## config.mk

```make
export PLATFORM = sky130hd
export DESIGN_NAME = cub_stage
export DESIGN_NICKNAME = d
export VERILOG_FILES = /design/src/rtl/cub_stage.v
export VERILOG_INCLUDE_DIRS = /design/src /design/src/rtl
export SDC_FILE = /design/constraint.sdc
export NUM_CORES = 2
export LEC_CHECK = 0
export ABC_AREA = 1
export BUFFER_PORTS_ARGS = -buffer_cell sky130_fd_sc_hd__buf_2
export CAP_MARGIN = 20
export CORE_ASPECT_RATIO = 1.5
export CORE_MARGIN = 2
export CORE_UTILIZATION = 45
export DETAILED_ROUTE_END_ITERATION = 8
export PLACE_DENSITY = 0.7
export SLEW_MARGIN = 20
export SYNTH_ARGS = -nofsm -noshare
export SYNTH_HDL_FRONTEND = slang
export SYNTH_SLANG_ARGS = --single-unit
```

## constraint.sdc

```tcl
create_clock -name mclk_in -period 18.83 [get_ports mclk_in]
set_clock_uncertainty 0.15 [all_clocks]
set_input_delay 0 -clock mclk_in [delete_from_list [all_inputs] [get_ports mclk_in]]
set_output_delay 0 -clock mclk_in [all_outputs]
set_load 0.05 [all_outputs]
```

## src/rtl/cub_map.vh

```
/*
   Constants for the current unbalance protection stage: register byte
   offsets, field positions, reset values and timing figures.
   Assumes a 32-bit Avalon-MM slave with word-aligned byte addresses.
*/
`ifndef CUB_MAP_VH
`define CUB_MAP_VH

`define CUB_CLK_NS 8
`define CUB_MS_NS 1000000
`define CUB_CLK_PER_MS (`CUB_MS_NS / `CUB_CLK_NS)
`define CUB_FORCE_TIMEOUT_S 300
`define CUB_FORCE_MS (`CUB_FORCE_TIMEOUT_S * 1000)
`define CUB_INV_MAX_S 1000
`define CUB_INV_CAP_MS (`CUB_INV_MAX_S * 1000)

`define CUB_OFS_CTRL 8'h00
`define CUB_OFS_STATUS 8'h04
`define CUB_OFS_START_COUNT 8'h08
`define CUB_OFS_TRIP_COUNT 8'h0C
`define CUB_OFS_GRP_FIRST 4'h1
`define CUB_OFS_GRP_LAST 4'h4
`define CUB_OFS_MEASURE 8'h50
`define CUB_OFS_MOTOR_NOM 8'h54
`define CUB_OFS_LOG_SEL 8'h58
`define CUB_OFS_LOG_TIME 8'h5C
`define CUB_OFS_LOG_DATA 8'h60

`define CUB_CTRL_MOTOR 0
`define CUB_CTRL_FORCE 1
`define CUB_CTRL_MAN_LO 2
`define CUB_CTRL_ALT_LO 4
`define CUB_CTRL_SRC_LO 6
`define CUB_CTRL_IDX_LO 9
`define CUB_CTRL_EVT_LO 12
`define CUB_CTRL_RESET 32'h0000_F000

`define CUB_SRC_NONE 3'h0
`define CUB_SRC_DI 3'h1
`define CUB_SRC_VI 3'h2
`define CUB_SRC_IND 3'h3
`define CUB_SRC_VO 3'h4

`define CUB_PICKUP_RESET 16'h0014
`define CUB_DELAY_RESET 16'h0064
`define CUB_MULT_RESET 16'h000F
`define CUB_MOTOR_NOM_RESET 16'h1000
`define CUB_SQRT3_HALF_Q15 16'h6EDA
`define CUB_PCT2_SCALE 16'h2710
`define CUB_DELAY_TO_MS 8'h64
`define CUB_INV_TGT_SCALE 24'h98_9680
`define CUB_PCT_FULL 7'h64

`endif

```

## src/rtl/cub_stage.v

```verilog
/*
   Current unbalance protection stage with Avalon-MM register access.
   Assumes phase phasors arrive synchronous to mclk_in with a valid
   strobe, and that time stamps and select signals come from elsewhere.
*/
`timescale 1ns/1ps
`include "cub_map.vh"

module cub_stage #(
   parameter W = 16,
   parameter TICK_CYC = `CUB_CLK_PER_MS,
   parameter FORCE_MS = `CUB_FORCE_MS,
   parameter INV_CAP_MS = `CUB_INV_CAP_MS
)(
   // Clock and reset.
   input wire mclk_in,
   input wire rstn_in,
   // Avalon-MM slave.
   input wire [7:0] avs_address_in,
   input wire avs_read_in,
   input wire avs_write_in,
   input wire [31:0] avs_writedata_in,
   output wire [31:0] avs_readdata_out,
   output wire avs_waitrequest_out,
   // Phase current phasors.
   input wire sample_valid_in,
   input wire signed [W-1:0] l1_re_in,
   input wire signed [W-1:0] l1_im_in,
   input wire signed [W-1:0] l2_re_in,
   input wire signed [W-1:0] l2_im_in,
   input wire signed [W-1:0] l3_re_in,
   input wire signed [W-1:0] l3_im_in,
   // Group select sources, blocking and time stamp.
   input wire [7:0] digital_input_in,
   input wire [7:0] virtual_input_in,
   input wire [7:0] indicator_signal_n_in,
   input wire [7:0] virtual_output_in,
   input wire block_in,
   input wire [31:0] timestamp_in,
   // Stage status and events.
   output wire start_out,
   output wire trip_out,
   output wire blocked_out,
   output wire force_out,
   output wire [1:0] active_group_out,
   output wire evt_start_on_out,
   output wire evt_start_off_out,
   output wire evt_trip_on_out,
   output wire evt_trip_off_out
);

   localparam AW = W + 4;
   localparam signed [17:0] SQ = {2'b00, `CUB_SQRT3_HALF_Q15};

   ////////////////////////////////////////////////////////////////////////
   // Symmetrical components.

   wire signed [W+17:0] p2r = l2_re_in * SQ;
   wire signed [W+17:0] p2i = l2_im_in * SQ;
   wire signed [W+17:0] p3r = l3_re_in * SQ;
   wire signed [W+17:0] p3i = l3_im_in * SQ;
   wire signed [AW-1:0] s2r = p2r[AW+14:15];
   wire signed [AW-1:0] s2i = p2i[AW+14:15];
   wire signed [AW-1:0] s3r = p3r[AW+14:15];
   wire signed [AW-1:0] s3i = p3i[AW+14:15];
   wire signed [AW-1:0] e1r = l1_re_in;
   wire signed [AW-1:0] e1i = l1_im_in;
   wire signed [AW-1:0] h2r = l2_re_in >>> 1;
   wire signed [AW-1:0] h2i = l2_im_in >>> 1;
   wire signed [AW-1:0] h3r = l3_re_in >>> 1;
   wire signed [AW-1:0] h3i = l3_im_in >>> 1;
   wire signed [AW-1:0] nxt_i1r = e1r - h2r - s2i - h3r + s3i;
   wire signed [AW-1:0] nxt_i1i = e1i + s2r - h2i - s3r - h3i;
   wire signed [AW-1:0] nxt_i2r = e1r - h2r + s2i - h3r - s3i;
   wire signed [AW-1:0] nxt_i2i = e1i - s2r - h2i + s3r - h3i;

   reg signed [AW-1:0] i1r_ff, i1i_ff, i2r_ff, i2i_ff;
   reg seq_vld_ff;
   wire [2*AW-1:0] mag1 = i1r_ff * i1r_ff + i1i_ff * i1i_ff;
   wire [2*AW-1:0] mag2 = i2r_ff * i2r_ff + i2i_ff * i2i_ff;

   ////////////////////////////////////////////////////////////////////////
   // Registers and settings.

   reg [31:0] ctrl_ff;
   reg force_ff;
   reg [15:0] motor_nom_ff;
   reg [2:0] log_sel_ff;
   reg [15:0] pick_ff [0:3];
   reg [15:0] delay_ff [0:3];
   reg inv_ff [0:3];
   reg [15:0] mult_ff [0:3];
   reg [31:0] start_cnt_ff, trip_cnt_ff;
   reg start_ff, trip_ff, start_d_ff, trip_d_ff;
   reg [3:0] evt_ff;
   reg [31:0] rdata_ff;
   reg wait_ff;
   reg block_d_ff;
   reg [1:0] grp_ff;

   wire motor = ctrl_ff[`CUB_CTRL_MOTOR];
   wire [1:0] man_grp = ctrl_ff[`CUB_CTRL_MAN_LO +: 2];
   wire [1:0] alt_grp = ctrl_ff[`CUB_CTRL_ALT_LO +: 2];
   wire [2:0] src = ctrl_ff[`CUB_CTRL_SRC_LO +: 3];
   wire [2:0] sidx = ctrl_ff[`CUB_CTRL_IDX_LO +: 3];
   wire [3:0] evt_en = ctrl_ff[`CUB_CTRL_EVT_LO +: 4];

   // A selected source line high picks the alternate group.
   reg sel_sig;
   always @*
   begin
      if (src == `CUB_SRC_DI)
         sel_sig = digital_input_in[sidx];
      else if (src == `CUB_SRC_VI)
         sel_sig = virtual_input_in[sidx];
      else if (src == `CUB_SRC_IND)
         sel_sig = indicator_signal_n_in[sidx];
      else if (src == `CUB_SRC_VO)
         sel_sig = virtual_output_in[sidx];
      else
         sel_sig = 1'b0;
   end
   wire [1:0] grp = sel_sig ? alt_grp : man_grp;

   wire [15:0] pickup = pick_ff[grp];
   wire is_inv = inv_ff[grp];
   wire [31:0] k2sq = pickup * pickup;

   ////////////////////////////////////////////////////////////////////////
   // Percent-squared divider, shared by both modes.

   wire [55:0] num = mag2 * `CUB_PCT2_SCALE;
   wire [55:0] den_mot = motor_nom_ff * motor_nom_ff * 4'd9;
   wire [55:0] den = motor ? den_mot : {{(56-2*AW){1'b0}}, mag1};
   reg [55:0] rem_ff, den_ff;
   reg [15:0] quo_ff, pct2_ff;
   reg [4:0] step_ff;
   reg busy_ff;
   wire [3:0] bit_i = step_ff[3:0] - 4'd1;
   wire [55:0] den_sh = den_ff << bit_i;

   ////////////////////////////////////////////////////////////////////////
   // Delay timing and fault tracking.

   reg [16:0] tick_cnt_ff;
   reg tick_ff;
   reg [43:0] acc_ff;
   reg [19:0] ms_ff, force_ms_ff;
   reg [51:0] thr_ff;
   reg [6:0] pct_ff;
   reg [15:0] max_ff;
   reg [31:0] stamp_ff;
   reg [2:0] log_wp_ff;
   reg [31:0] log_time_ff [0:7];
   reg [31:0] log_data_ff [0:7];
   reg [15:0] dly_ms_hi;

   wire [43:0] tgt_dt = delay_ff[grp] * `CUB_DELAY_TO_MS;
   wire [43:0] tgt_inv = mult_ff[grp] * `CUB_INV_TGT_SCALE;
   wire [43:0] tgt = is_inv ? tgt_inv : tgt_dt;
   // Inverse time integrates squared excess so no divider is needed.
   wire [31:0] excess = (pct2_ff > k2sq) ? pct2_ff - k2sq : 32'h0000_0000;
   wire [43:0] inc = is_inv ? {12'h000, excess} : 44'h000_0000_0001;
   wire [51:0] acc100 = ({8'h00, acc_ff} << 6) + ({8'h00, acc_ff} << 5) +
                        ({8'h00, acc_ff} << 2);
   wire above = pct2_ff > k2sq;
   wire below = pct2_ff < k2sq;
   wire timed_out = (acc_ff >= tgt) ||
                    (is_inv && ms_ff >= INV_CAP_MS);

   ////////////////////////////////////////////////////////////////////////
   // Bus access decode.

   wire req = avs_read_in | avs_write_in;
   wire wr = avs_write_in & ~wait_ff;
   wire [3:0] gidx = avs_address_in[7:4];
   wire is_grp = gidx >= `CUB_OFS_GRP_FIRST && gidx <= `CUB_OFS_GRP_LAST;
   wire [1:0] wg = gidx[1:0] - 2'd1;
   wire [2:0] log_rd = log_wp_ff - 3'd1 - log_sel_ff;

   reg [31:0] nxt_rdata;
   always @*
   begin
      if (avs_address_in == `CUB_OFS_CTRL)
         nxt_rdata = {ctrl_ff[31:2], force_ff, ctrl_ff[0]};
      else if (avs_address_in == `CUB_OFS_STATUS)
         nxt_rdata = {27'h000_0000, grp, trip_ff, start_ff, block_in};
      else if (avs_address_in == `CUB_OFS_START_COUNT)
         nxt_rdata = start_cnt_ff;
      else if (avs_address_in == `CUB_OFS_TRIP_COUNT)
         nxt_rdata = trip_cnt_ff;
      else if (is_grp && avs_address_in[3:2] == 2'd0)
         nxt_rdata = {16'h0000, pick_ff[wg]};
      else if (is_grp && avs_address_in[3:2] == 2'd1)
         nxt_rdata = {16'h0000, delay_ff[wg]};
      else if (is_grp && avs_address_in[3:2] == 2'd2)
         nxt_rdata = {31'h0000_0000, inv_ff[wg]};
      else if (is_grp)
         nxt_rdata = {16'h0000, mult_ff[wg]};
      else if (avs_address_in == `CUB_OFS_MEASURE)
         nxt_rdata = {16'h0000, pct2_ff};
      else if (avs_address_in == `CUB_OFS_MOTOR_NOM)
         nxt_rdata = {16'h0000, motor_nom_ff};
      else if (avs_address_in == `CUB_OFS_LOG_SEL)
         nxt_rdata = {29'h0000_0000, log_sel_ff};
      else if (avs_address_in == `CUB_OFS_LOG_TIME)
         nxt_rdata = log_time_ff[log_rd];
      else if (avs_address_in == `CUB_OFS_LOG_DATA)
         nxt_rdata = log_data_ff[log_rd];
      else
         nxt_rdata = 32'h0000_0000;
   end

   ////////////////////////////////////////////////////////////////////////
   // Sequential logic.

   integer k;
   always @(posedge mclk_in)
   begin
      if (!rstn_in)
      begin
         i1r_ff <= {AW{1'b0}};
         i1i_ff <= {AW{1'b0}};
         i2r_ff <= {AW{1'b0}};
         i2i_ff <= {AW{1'b0}};
         seq_vld_ff <= 1'b0;
         ctrl_ff <= `CUB_CTRL_RESET;
         force_ff <= 1'b0;
         motor_nom_ff <= `CUB_MOTOR_NOM_RESET;
         log_sel_ff <= 3'd0;
         for (k = 0; k < 4; k = k + 1)
         begin
            pick_ff[k] <= `CUB_PICKUP_RESET;
            delay_ff[k] <= `CUB_DELAY_RESET;
            inv_ff[k] <= 1'b0;
            mult_ff[k] <= `CUB_MULT_RESET;
         end
         for (k = 0; k < 8; k = k + 1)
         begin
            log_time_ff[k] <= 32'h0000_0000;
            log_data_ff[k] <= 32'h0000_0000;
         end
         start_cnt_ff <= 32'h0000_0000;
         trip_cnt_ff <= 32'h0000_0000;
         start_ff <= 1'b0;
         trip_ff <= 1'b0;
         start_d_ff <= 1'b0;
         trip_d_ff <= 1'b0;
         evt_ff <= 4'h0;
         rdata_ff <= 32'h0000_0000;
         wait_ff <= 1'b1;
         rem_ff <= 56'h0;
         den_ff <= 56'h0;
         quo_ff <= 16'h0000;
         pct2_ff <= 16'h0000;
         step_ff <= 5'd0;
         busy_ff <= 1'b0;
         tick_cnt_ff <= 17'd0;
         tick_ff <= 1'b0;
         acc_ff <= 44'h0;
         ms_ff <= 20'd0;
         force_ms_ff <= 20'd0;
         thr_ff <= 52'h0;
         pct_ff <= 7'd0;
         max_ff <= 16'h0000;
         stamp_ff <= 32'h0000_0000;
         log_wp_ff <= 3'd0;
      end
      else
      begin
         // One wait cycle, then the request completes.
         wait_ff <= !(req && wait_ff);
         if (req && wait_ff)
            rdata_ff <= nxt_rdata;

         // Sequence phasors.
         seq_vld_ff <= sample_valid_in;
         if (sample_valid_in)
         begin
            i1r_ff <= nxt_i1r;
            i1i_ff <= nxt_i1i;
            i2r_ff <= nxt_i2r;
            i2i_ff <= nxt_i2i;
         end

         // Divider: a new sample starts it, results saturate at full scale.
         if (seq_vld_ff && !busy_ff)
         begin
            if (den == 56'h0)
               pct2_ff <= 16'h0000;
            else if (num >= (den << 16))
               pct2_ff <= 16'hFFFF;
            else
            begin
               rem_ff <= num;
               den_ff <= den;
               quo_ff <= 16'h0000;
               step_ff <= 5'd16;
               busy_ff <= 1'b1;
            end
         end
         else if (busy_ff)
         begin
            if (rem_ff >= den_sh)
            begin
               rem_ff <= rem_ff - den_sh;
               quo_ff[bit_i] <= 1'b1;
            end
            step_ff <= step_ff - 5'd1;
            if (step_ff == 5'd1)
            begin
               busy_ff <= 1'b0;
               pct2_ff <= (rem_ff >= den_sh) ?
                          (quo_ff | (16'h0001 << bit_i)) : quo_ff;
            end
         end

         // Millisecond tick.
         tick_ff <= (tick_cnt_ff == TICK_CYC - 1);
         tick_cnt_ff <= (tick_cnt_ff == TICK_CYC - 1) ? 17'd0 :
                        tick_cnt_ff + 17'd1;

         // Force flag, shared and self-clearing.
         if (force_ff && tick_ff)
            force_ms_ff <= force_ms_ff + 20'd1;
         if (force_ff && force_ms_ff >= FORCE_MS)
            force_ff <= 1'b0;

         // Stage decision; frozen while forced for testing, but blocking still clears it.
         if (block_in)
         begin
            start_ff <= 1'b0;
            trip_ff <= 1'b0;
         end
         else if (!force_ff)
         begin
            if (!start_ff && above)
            begin
               start_ff <= 1'b1;
               acc_ff <= 44'h0;
               ms_ff <= 20'd0;
               pct_ff <= 7'd0;
               thr_ff <= {8'h00, tgt};
               max_ff <= pct2_ff;
               stamp_ff <= timestamp_in;
            end
            else if (start_ff && below)
            begin
               start_ff <= 1'b0;
               trip_ff <= 1'b0;
            end
            else if (start_ff)
            begin
               if (pct2_ff > max_ff)
                  max_ff <= pct2_ff;
               if (tick_ff && !trip_ff)
               begin
                  acc_ff <= acc_ff + inc;
                  ms_ff <= ms_ff + 20'd1;
               end
               if (!trip_ff && timed_out)
               begin
                  trip_ff <= 1'b1;
                  pct_ff <= `CUB_PCT_FULL;
               end
               else if (!trip_ff && acc100 >= thr_ff &&
                        pct_ff < `CUB_PCT_FULL - 7'd1)
               begin
                  pct_ff <= pct_ff + 7'd1;
                  thr_ff <= thr_ff + {8'h00, tgt};
               end
            end
         end

         // Edges, counters, events and the fault log.
         start_d_ff <= start_ff;
         trip_d_ff <= trip_ff;
         evt_ff[0] <= start_ff & ~start_d_ff & evt_en[0];
         evt_ff[1] <= ~start_ff & start_d_ff & evt_en[1];
         evt_ff[2] <= trip_ff & ~trip_d_ff & evt_en[2];
         evt_ff[3] <= ~trip_ff & trip_d_ff & evt_en[3];
         if (start_d_ff && !start_ff)
         begin
            log_time_ff[log_wp_ff] <= stamp_ff;
            log_data_ff[log_wp_ff] <= {5'h00, {1'b0, grp} + 3'd1,
                                       1'b0, pct_ff, max_ff};
            log_wp_ff <= log_wp_ff + 3'd1;
         end

         // Register writes; a counter clear in the same cycle as a count leaves the counter at one.
         if (wr && avs_address_in == `CUB_OFS_START_COUNT)
            start_cnt_ff <= (start_ff && !start_d_ff) ? 32'h1 : 32'h0;
         else if (start_ff && !start_d_ff)
            start_cnt_ff <= start_cnt_ff + 32'h1;
         if (wr && avs_address_in == `CUB_OFS_TRIP_COUNT)
            trip_cnt_ff <= (trip_ff && !trip_d_ff) ? 32'h1 : 32'h0;
         else if (trip_ff && !trip_d_ff)
            trip_cnt_ff <= trip_cnt_ff + 32'h1;

         if (wr && avs_address_in == `CUB_OFS_CTRL)
         begin
            ctrl_ff <= avs_writedata_in;
            force_ff <= avs_writedata_in[`CUB_CTRL_FORCE];
            force_ms_ff <= 20'd0;
         end
         if (wr && force_ff && !block_in &&
             avs_address_in == `CUB_OFS_STATUS)
         begin
            start_ff <= avs_writedata_in[1];
            trip_ff <= avs_writedata_in[2];
         end
         if (wr && is_grp && avs_address_in[3:2] == 2'd0)
            pick_ff[wg] <= avs_writedata_in[15:0];
         if (wr && is_grp && avs_address_in[3:2] == 2'd1)
            delay_ff[wg] <= avs_writedata_in[15:0];
         if (wr && is_grp && avs_address_in[3:2] == 2'd2)
            inv_ff[wg] <= avs_writedata_in[0];
         if (wr && is_grp && avs_address_in[3:2] == 2'd3)
            mult_ff[wg] <= avs_writedata_in[15:0];
         if (wr && avs_address_in == `CUB_OFS_MOTOR_NOM)
            motor_nom_ff <= avs_writedata_in[15:0];
         if (wr && avs_address_in == `CUB_OFS_LOG_SEL)
            log_sel_ff <= avs_writedata_in[2:0];
      end
   end

   ////////////////////////////////////////////////////////////////////////
   // Outputs.

   assign avs_readdata_out = rdata_ff;
   assign avs_waitrequest_out = wait_ff;
   assign start_out = start_ff;
   assign trip_out = trip_ff;
   assign blocked_out = block_d_ff;
   assign force_out = force_ff;
   assign active_group_out = grp_ff;
   assign evt_start_on_out = evt_ff[0];
   assign evt_start_off_out = evt_ff[1];
   assign evt_trip_on_out = evt_ff[2];
   assign evt_trip_off_out = evt_ff[3];

   // Registered copies keep these outputs straight off flip-flops.
   always @(posedge mclk_in)
   begin
      if (!rstn_in)
      begin
         block_d_ff <= 1'b0;
         grp_ff <= 2'd0;
      end
      else
      begin
         block_d_ff <= block_in;
         grp_ff <= grp;
      end
   end

endmodule

```

# --- After elaboration in Yosys (flattened, before gate mapping) ---
# Memories as Yosys holds them, arrays and structs flattened.
# Cells that the tools add are included.
# W data, S select, Z words.
word_totals:
  regBits: 523
  latchBits: 0
  ramBits: 660
  rom_bits: 0
  inputBits: 206
  output_inout_bits: 43
  elab_cells: 335
  n_memories: 6
classes:
  add_sub_neg: 19
  n_mul: 5
  n_div: 0
  n_lt_le_gt_ge: 15
  eq_ne: 24
  shift: 2
  muxes: 133
  n_bitwise: 22
  n_reduce_logical: 77
memory_table:
  columns: ["name", "depth", "width", "rd", "rd_ports_with_merged_regs", "wr", "line", "rtl"]
  rows:
  - ["log_time_ff", 8, 32, 1, 0, 8, "cub_stage.v:154", "reg [31:0] log_time_ff [0:7];"]
  - ["log_data_ff", 8, 26, 1, 0, 8, "cub_stage.v:155", "reg [31:0] log_data_ff [0:7];"]
  - ["delay_ff", 4, 16, 2, 0, 4, "cub_stage.v:90", "reg [15:0] delay_ff [0:3];"]
  - ["mult_ff", 4, 16, 2, 0, 4, "cub_stage.v:92", "reg [15:0] mult_ff [0:3];"]
  - ["pick_ff", 4, 16, 2, 0, 4, "cub_stage.v:89", "reg [15:0] pick_ff [0:3];"]
  - ["inv_ff", 4, 1, 2, 0, 4, "cub_stage.v:91", "reg inv_ff [0:3];"]
ops:
  columns: ["operator", "n"]
  rows:
  - ["$mux W32", 20]
  - ["$mux W16", 18]
  - ["$mux W56", 5]
  - ["$mux W52", 5]
  - ["$mux W44", 4]
  - ["$mux W20", 4]
  - ["$add A32 B1 Y32 const B", 2]
  - ["$mul A16 B16 Y32", 2]
  - ["$ge A56 B56 Y1", 1]
  - ["$logic_not A56 Y1", 1]
  - ["$shl A56 B4 Y56", 1]
  - ["$sub A56 B56 Y56", 1]
  - ["$mux W1", 53]
  - ["$add A51 B46 Y52", 1]
  - ["$add A52 B40 Y52", 1]
  - ["$ge A1 B52 Y1 const A", 1]
  - ["$ge A52 B52 Y1", 1]
  - ["$add A50 B49 Y51", 1]
  - ["$reduce_or A16 Y1", 3]
  - ["$add A44 B32 Y44", 1]
  - ["$ge A44 B40 Y1", 1]
  - ["$add A20 B1 Y20 const B", 2]
  - ["$eq A8 B7 Y1 const B", 5]
  - ["$mux W40", 1]
  - ["65 further kinds", 162]

# --- Longest topological paths before layout ---
# An unclocked memory read counts as a cell.
depth:
  word_depth: 20
  mapped_depth: 77

# --- Least setup slack after synthesis ---
# Ideal clock, no wire load.
synth_timing:
  path_type: "reg-to-reg"
  start: "register ctrl_ff[9]"
  end: "register acc_ff[40]"
  setup_time_ps: 120
  arrival_ps: 11507
  required_time_ps: 18560
  path_slack_ps: 7053
  stages_incl_launch_ff: 68
  period_less_slack_ps: 11777
  path_cell_list: "dfxtp_1 -> buf_6 -> inv_2 -> buf_4 -> nand2_1 -> nand3_1 -> nand3_1 -> nand2_1 -> nand2_1 -> nand2_1 -> nand2_1 -> nand2_2 -> nand2_2 -> nand2_2 -> nor2_1 -> inv_1 -> clkbuf_1 -> o22a_1 -> [32 not listed] -> buf_2 -> nand3_1 -> clkbuf_1 -> nor2_1 -> fa_1 -> nand3_1 -> nand3_1 -> a21oi_1 -> o21ai_0 -> a21boi_0 -> o21ai_0 -> a21oi_1 -> o21ai_0 -> nand3_1 -> a21oi_1 -> nand3_1 -> nand2_1 -> a21oi_1"
synth_between:
  elab_chain_len: 17
synth_rtl:
  columns: ["element", "line", "rtl"]
  rows:
  - ["start: declaration", "cub_stage.v:85", "reg [31:0] ctrl_ff;"]
  - ["start signal: assignment", "cub_stage.v:227", "ctrl_ff <= `CUB_CTRL_RESET;"]
  - ["start signal: assignment", "cub_stage.v:402", "ctrl_ff <= avs_writedata_in;"]
  - ["$bmux W1 S3", "cub_stage.v:119", "sel_sig = virtual_output_in[sidx];"]
  - ["$mux W1 (not written as such)", "cub_stage.v:119", null]
  - ["$mux W1", "cub_stage.v:118", "else if (src == `CUB_SRC_VO)"]
  - ["$mux W1", "cub_stage.v:116", "else if (src == `CUB_SRC_IND)"]
  - ["$mux W1", "cub_stage.v:114", "else if (src == `CUB_SRC_VI)"]
  - ["$mux W1 (*)", "cub_stage.v:112", "if (src == `CUB_SRC_DI)"]
  - ["$mux W2 (*)", "cub_stage.v:123", "wire [1:0] grp = sel_sig ? alt_grp : man_grp;"]
  - ["$mem_v2 Z4 W16", null, null]
  - ["$mul A16 B16 Y32", "cub_stage.v:127", "wire [31:0] k2sq = pickup * pickup;"]
  - ["$sub A16 B32 Y32 or $gt A16 B32 Y1 (tied branches)", "cub_stage.v:162, cub_stage.v:166", null]
  - ["$mux W32", "cub_stage.v:162", "wire [31:0] excess = (pct2_ff > k2sq) ? pct2_ff - k2sq : 32'h0000_0000;"]
  - ["$mux W32", "cub_stage.v:163", "wire [43:0] inc = is_inv ? {12'h000, excess} : 44'h000_0000_0001;"]
  - ["$add A44 B32 Y44", "cub_stage.v:358", "acc_ff <= acc_ff + inc;"]
  - ["$mux W44", "cub_stage.v:356", "if (tick_ff && !trip_ff)"]
  - ["$mux W44", "cub_stage.v:352", "else if (start_ff)"]
  - ["$mux W44", "cub_stage.v:347", "else if (start_ff && below)"]
  - ["$mux W44", "cub_stage.v:337", "if (!start_ff && above)"]
  - ["end signal: assignment", "cub_stage.v:358", null]
  - ["end: declaration", "cub_stage.v:147", "reg [43:0] acc_ff;"]
# Every way passes the cells marked *; elsewhere a longest branch is shown, timed or not. The select of a mux whose other input is x is not followed.
# A chain may end at the register's enable or synchronous reset.

# --- Worst setup path in the final report ---
# Ends and elaborated chain as after synthesis.

==> results.sh <==
export IMPL_setup_worst_path_class="reg -> reg"
export IMPL_synth_most_common_cell="nand2_1"
export IMPL_routed_wl_met3_mm=23.4
export IMPL_synth_seq_area_share_pct=32.6
export IMPL_drt_iter0_markers=7328
export IMPL_hold_violations=0
export IMPL_cp_depth=62
export IMPL_status="finished clean"
export IMPL_grt_pass1_vias=83753
export IMPL_h_tree_depth=3
export IMPL_worstHoldPathType="in -> reg"
export IMPL_cts_path_max_buffers=3
export IMPL_end_kind="flop"
export IMPL_gr_total_overflow=0
export IMPL_cts_clk_slew_worst_paths_ns=0.06
export IMPL_synthArstFlopShare_pct=0
export IMPL_yosys_area_top_type_share_pct=21.6
export IMPL_fmax_ghz=0.0598
export IMPL_dp_hpwl_mm=222
export IMPL_yosys_area_top_type="edfxtp_1"
export IMPL_slew_viol_final=0
export IMPL_gp_congestion=1.02
export IMPL_grt_pass1_wl_mm=466
export IMPL_r2r_start="ctrl_ff[9]"
export IMPL_period_minus_slack_ns=16.72
export IMPL_tightest_slew_ns=1.21
export IMPL_fin_nets=13285
export IMPL_startpoint="ctrl_ff[9]"
export IMPL_cts_buffers=115
export IMPL_fill_cells=19300
export IMPL_synth_area_leaders="edfxtp_1 22%, dfxtp_1 11%, ha_1 11%"
export IMPL_slowest_delay_ns=0.83
export IMPL_final_antenna_net_count=0
export IMPL_synth_edf_count=657
export IMPL_drive_gt1_share_pct=5.14
export IMPL_synth_ff_type="edfxtp_1"
export IMPL_peakVddDrop_mv=0.0895
export IMPL_wl_met1_mm=110
export IMPL_ys_ff_latch=1159
export IMPL_io_buffers=152
export IMPL_vias=82801
export IMPL_cp_slowest_cell="o221ai_2"
export IMPL_worstPathArrival_ns=17.18
export IMPL_crit_end="acc_ff[40]"
export IMPL_p_seq_share_pct=32.9
export IMPL_finalInstanceArea_um2=101000
export IMPL_crit_buf_inv=10
export IMPL_fin_setup_tns_ns=0
export IMPL_ys_warn_count=0
export IMPL_pwr_share_clk_pct=30.1
export IMPL_grt_max_degree=185
export IMPL_drt_vias_per_instance=5.67
export IMPL_dr_max_layer_used="met5"
export IMPL_switchingPower_mw=3.26
export IMPL_core_area_um2=202000
export IMPL_ys_top_cells_by_count="1960 x nand2_1, 1761 x nor2_1, 1651 x inv_1"
export IMPL_required_ns=19.28
export IMPL_syn_inst=11773
export IMPL_ios=249
export IMPL_p_sw_share_pct=38.4
export IMPL_comb_power_share_pct=37.0
export IMPL_dr_pass1_iters=6
export IMPL_placedCellCount=14204
export IMPL_wl_met2_mm=146
export IMPL_synthToLayoutAreaGrowth_pct=10.2
export IMPL_maxSlewHeadroom_pct=18.6
export IMPL_synth_cell_types=66
export IMPL_crit_top_cell="nand2_1"
export IMPL_cts_tree="yes"
export IMPL_multi_input_area_um2=53400
export IMPL_rsz0062_at_grt="false"
export IMPL_worstPathMaxFanout=23
export IMPL_syn_cell_area_um2=91200
export IMPL_crit_family="simple AND/OR/NAND/NOR gates"
export IMPL_die_height_um=555
export IMPL_fp_dieArea_um2=206000
export IMPL_post_drt_wl_per_cell_um=20.9
export IMPL_intPower_mw=5.22
export IMPL_reg2reg_depth=62
export IMPL_setup_viol=0
export IMPL_setup_ws_ns=2.11
export IMPL_clockRootBuffer="clkbuf_16"
export IMPL_die_w_um=372
export IMPL_min_period_over_period_pct=88.8
export IMPL_clock_sinks=1159
export IMPL_synth_area_per_cell_um2=7.75
export IMPL_p_per_area_nw_per_um2=84.3
export IMPL_startpoint_type="flop"
export IMPL_start_util_pct=45.2
export IMPL_worstSkewPairLatency_ns=0.80
export IMPL_routed_wl_mm=305
export IMPL_regArea_um2=29800
export IMPL_ff2ff_setup_slack_ns=2.11
export IMPL_drt_drc_violations_left=0
export IMPL_grtUsageTotal_pct=29.1
export IMPL_cap_viol_max_count=0
export IMPL_placed_area_um2=94500
export IMPL_p_leak_nw=45.9
export IMPL_antenna_found_initial=15
export IMPL_post_place_ws_ns=2.56
export IMPL_rr_endpoint="acc_ff[40]"
export IMPL_fin_cells=14611
export IMPL_row_count=202
[layout make-up]
class | instances | share of cell area [%]
repair buffers | 448 | 3.48
multi-input cells | 8433 | 53.1
clock inverters | 77 | 1.04
flip-flops and latches | 1159 | 29.6
inverters | 1697 | 6.34
well taps | 2652 | 3.30
clock buffers | 141 | 3.12
diodes | 4 | 0.00995
[power groups by stage]
stage	registers, mW	logic, mW	clock network [mW]
2_1_floorplan	2.85	2.13	0
3_3_place_gp	2.84	3.02	0
3_5_place_dp	2.84	3.06	0
4_1_cts	2.79	3.10	2.57
5_1_grt	2.80	3.47	2.66
6_report	2.79	3.13	2.55
[per-layer routing]
metal | vias up | track usage, %
li1 | 39051 | -
met1 | 39466 | 32.5
met2 | 3341 | 49.8
met3 | 929 | 4.85
met4 | 14 | 20.8
met5 | - | 0
[metrics by stage]
step                utilization [%]  total power, mW  hold WS (ns)
finish                         49.9             8.47         0.135
global route                   49.8             8.93         0.122
CTS                            49.8             8.46        0.0732
detailed placement             46.8             5.90        0.0412
global placement               46.8             5.86        0.0418
floorplan                         -             4.98       -0.0565
[cells by family after synthesis]
| family | after synthesis | share of synthesized area (%) |
|---|---|---|
| DFF | 1159 | 32.6 |
| and+or+nand+nor | 4565 | 20.3 |
| other | 1 | 0.00411 |
| muxes | 41 | 0.450 |
| AOI/OAI and AO/OA | 2366 | 14.8 |
| adders and majority gates | 1225 | 20.5 |
| buffers and inverters | 2188 | 9.11 |
| xor gates and xnor gates | 228 | 2.19 |
[tightest hold or removal path, delay by kind of cell]
| family | cells | cell delay, ns |
|---|---|---|
| buffers and inverters | 2 | 0.29 |
| adders and majority gates | 1 | 0.38 |
| and+or+nand+nor | 2 | 0.29 |
[what timing repair did]
item,4_1_cts,5_1_grt
hold buffers,184,0
gates resized for setup,0,0
hold endpoints to repair,410,0
buffers inserted,0,0
[worst min-delay path by stage]
stage,startpoint,to,slack (ns),cells past startpoint
detailed placement,sample_valid_in,seq_vld_ff,0.04,3
finish,avs_address_in[5],mult_ff[2][2],0.14,5
global placement,sample_valid_in,seq_vld_ff,0.04,3
global route,avs_address_in[5],mult_ff[2][1],0.12,5
CTS,avs_address_in[5],mult_ff[2][2],0.07,5
floorplan,block_in,blocked_out,-0.06,2
[placed cells by master, fill, tap and decap left out, drive strengths merged, types with 12 or more instances in the layout]
| cell | Yosys | layout |
|---|---|---|
| nand2 | 1965 | 1965 |
| nor2 | 1762 | 1762 |
| inv | 1658 | 1658 |
| a21oi | 969 | 969 |
| o21ai | 855 | 855 |
| ha | 775 | 775 |
| edfxtp | 657 | 657 |
| dfxtp | 502 | 502 |
| fa | 450 | 450 |
| nand3 | 387 | 387 |
| buf | 114 | 264 |
| nor3 | 194 | 194 |
| dlygate4sd3 | 0 | 184 |
| clkbuf | 377 | 141 |
| xor2 | 139 | 139 |
| o221ai | 118 | 118 |
| nand4 | 114 | 114 |
| xnor2 | 89 | 89 |
| clkinv | 39 | 83 |
| o211ai | 77 | 77 |
| or2 | 74 | 74 |
| a31oi | 68 | 68 |
| nor4 | 41 | 41 |
| mux2i | 41 | 41 |
| o21a | 37 | 37 |
| a21o | 36 | 36 |
| a221oi | 31 | 31 |
| a32o | 23 | 23 |
| o21bai | 22 | 22 |
| o22ai | 22 | 22 |
| bufinv | 0 | 18 |
| a211oi | 17 | 17 |
| a22oi | 15 | 15 |
| clkinvlp | 0 | 15 |
| a21boi | 12 | 12 |
| o221a | 12 | 12 |
[flip-flops by register name (all words and copies together), names as in the netlist, 35 cells and up]
name / flops
rem_ff: 56
log_time_ff: 256
den_ff: 35
log_data_ff: 208
acc_ff: 44
delay_ff: 64
pick_ff: 64
mult_ff: 64
thr_ff: 50
(Power assumes the default switching activity.)
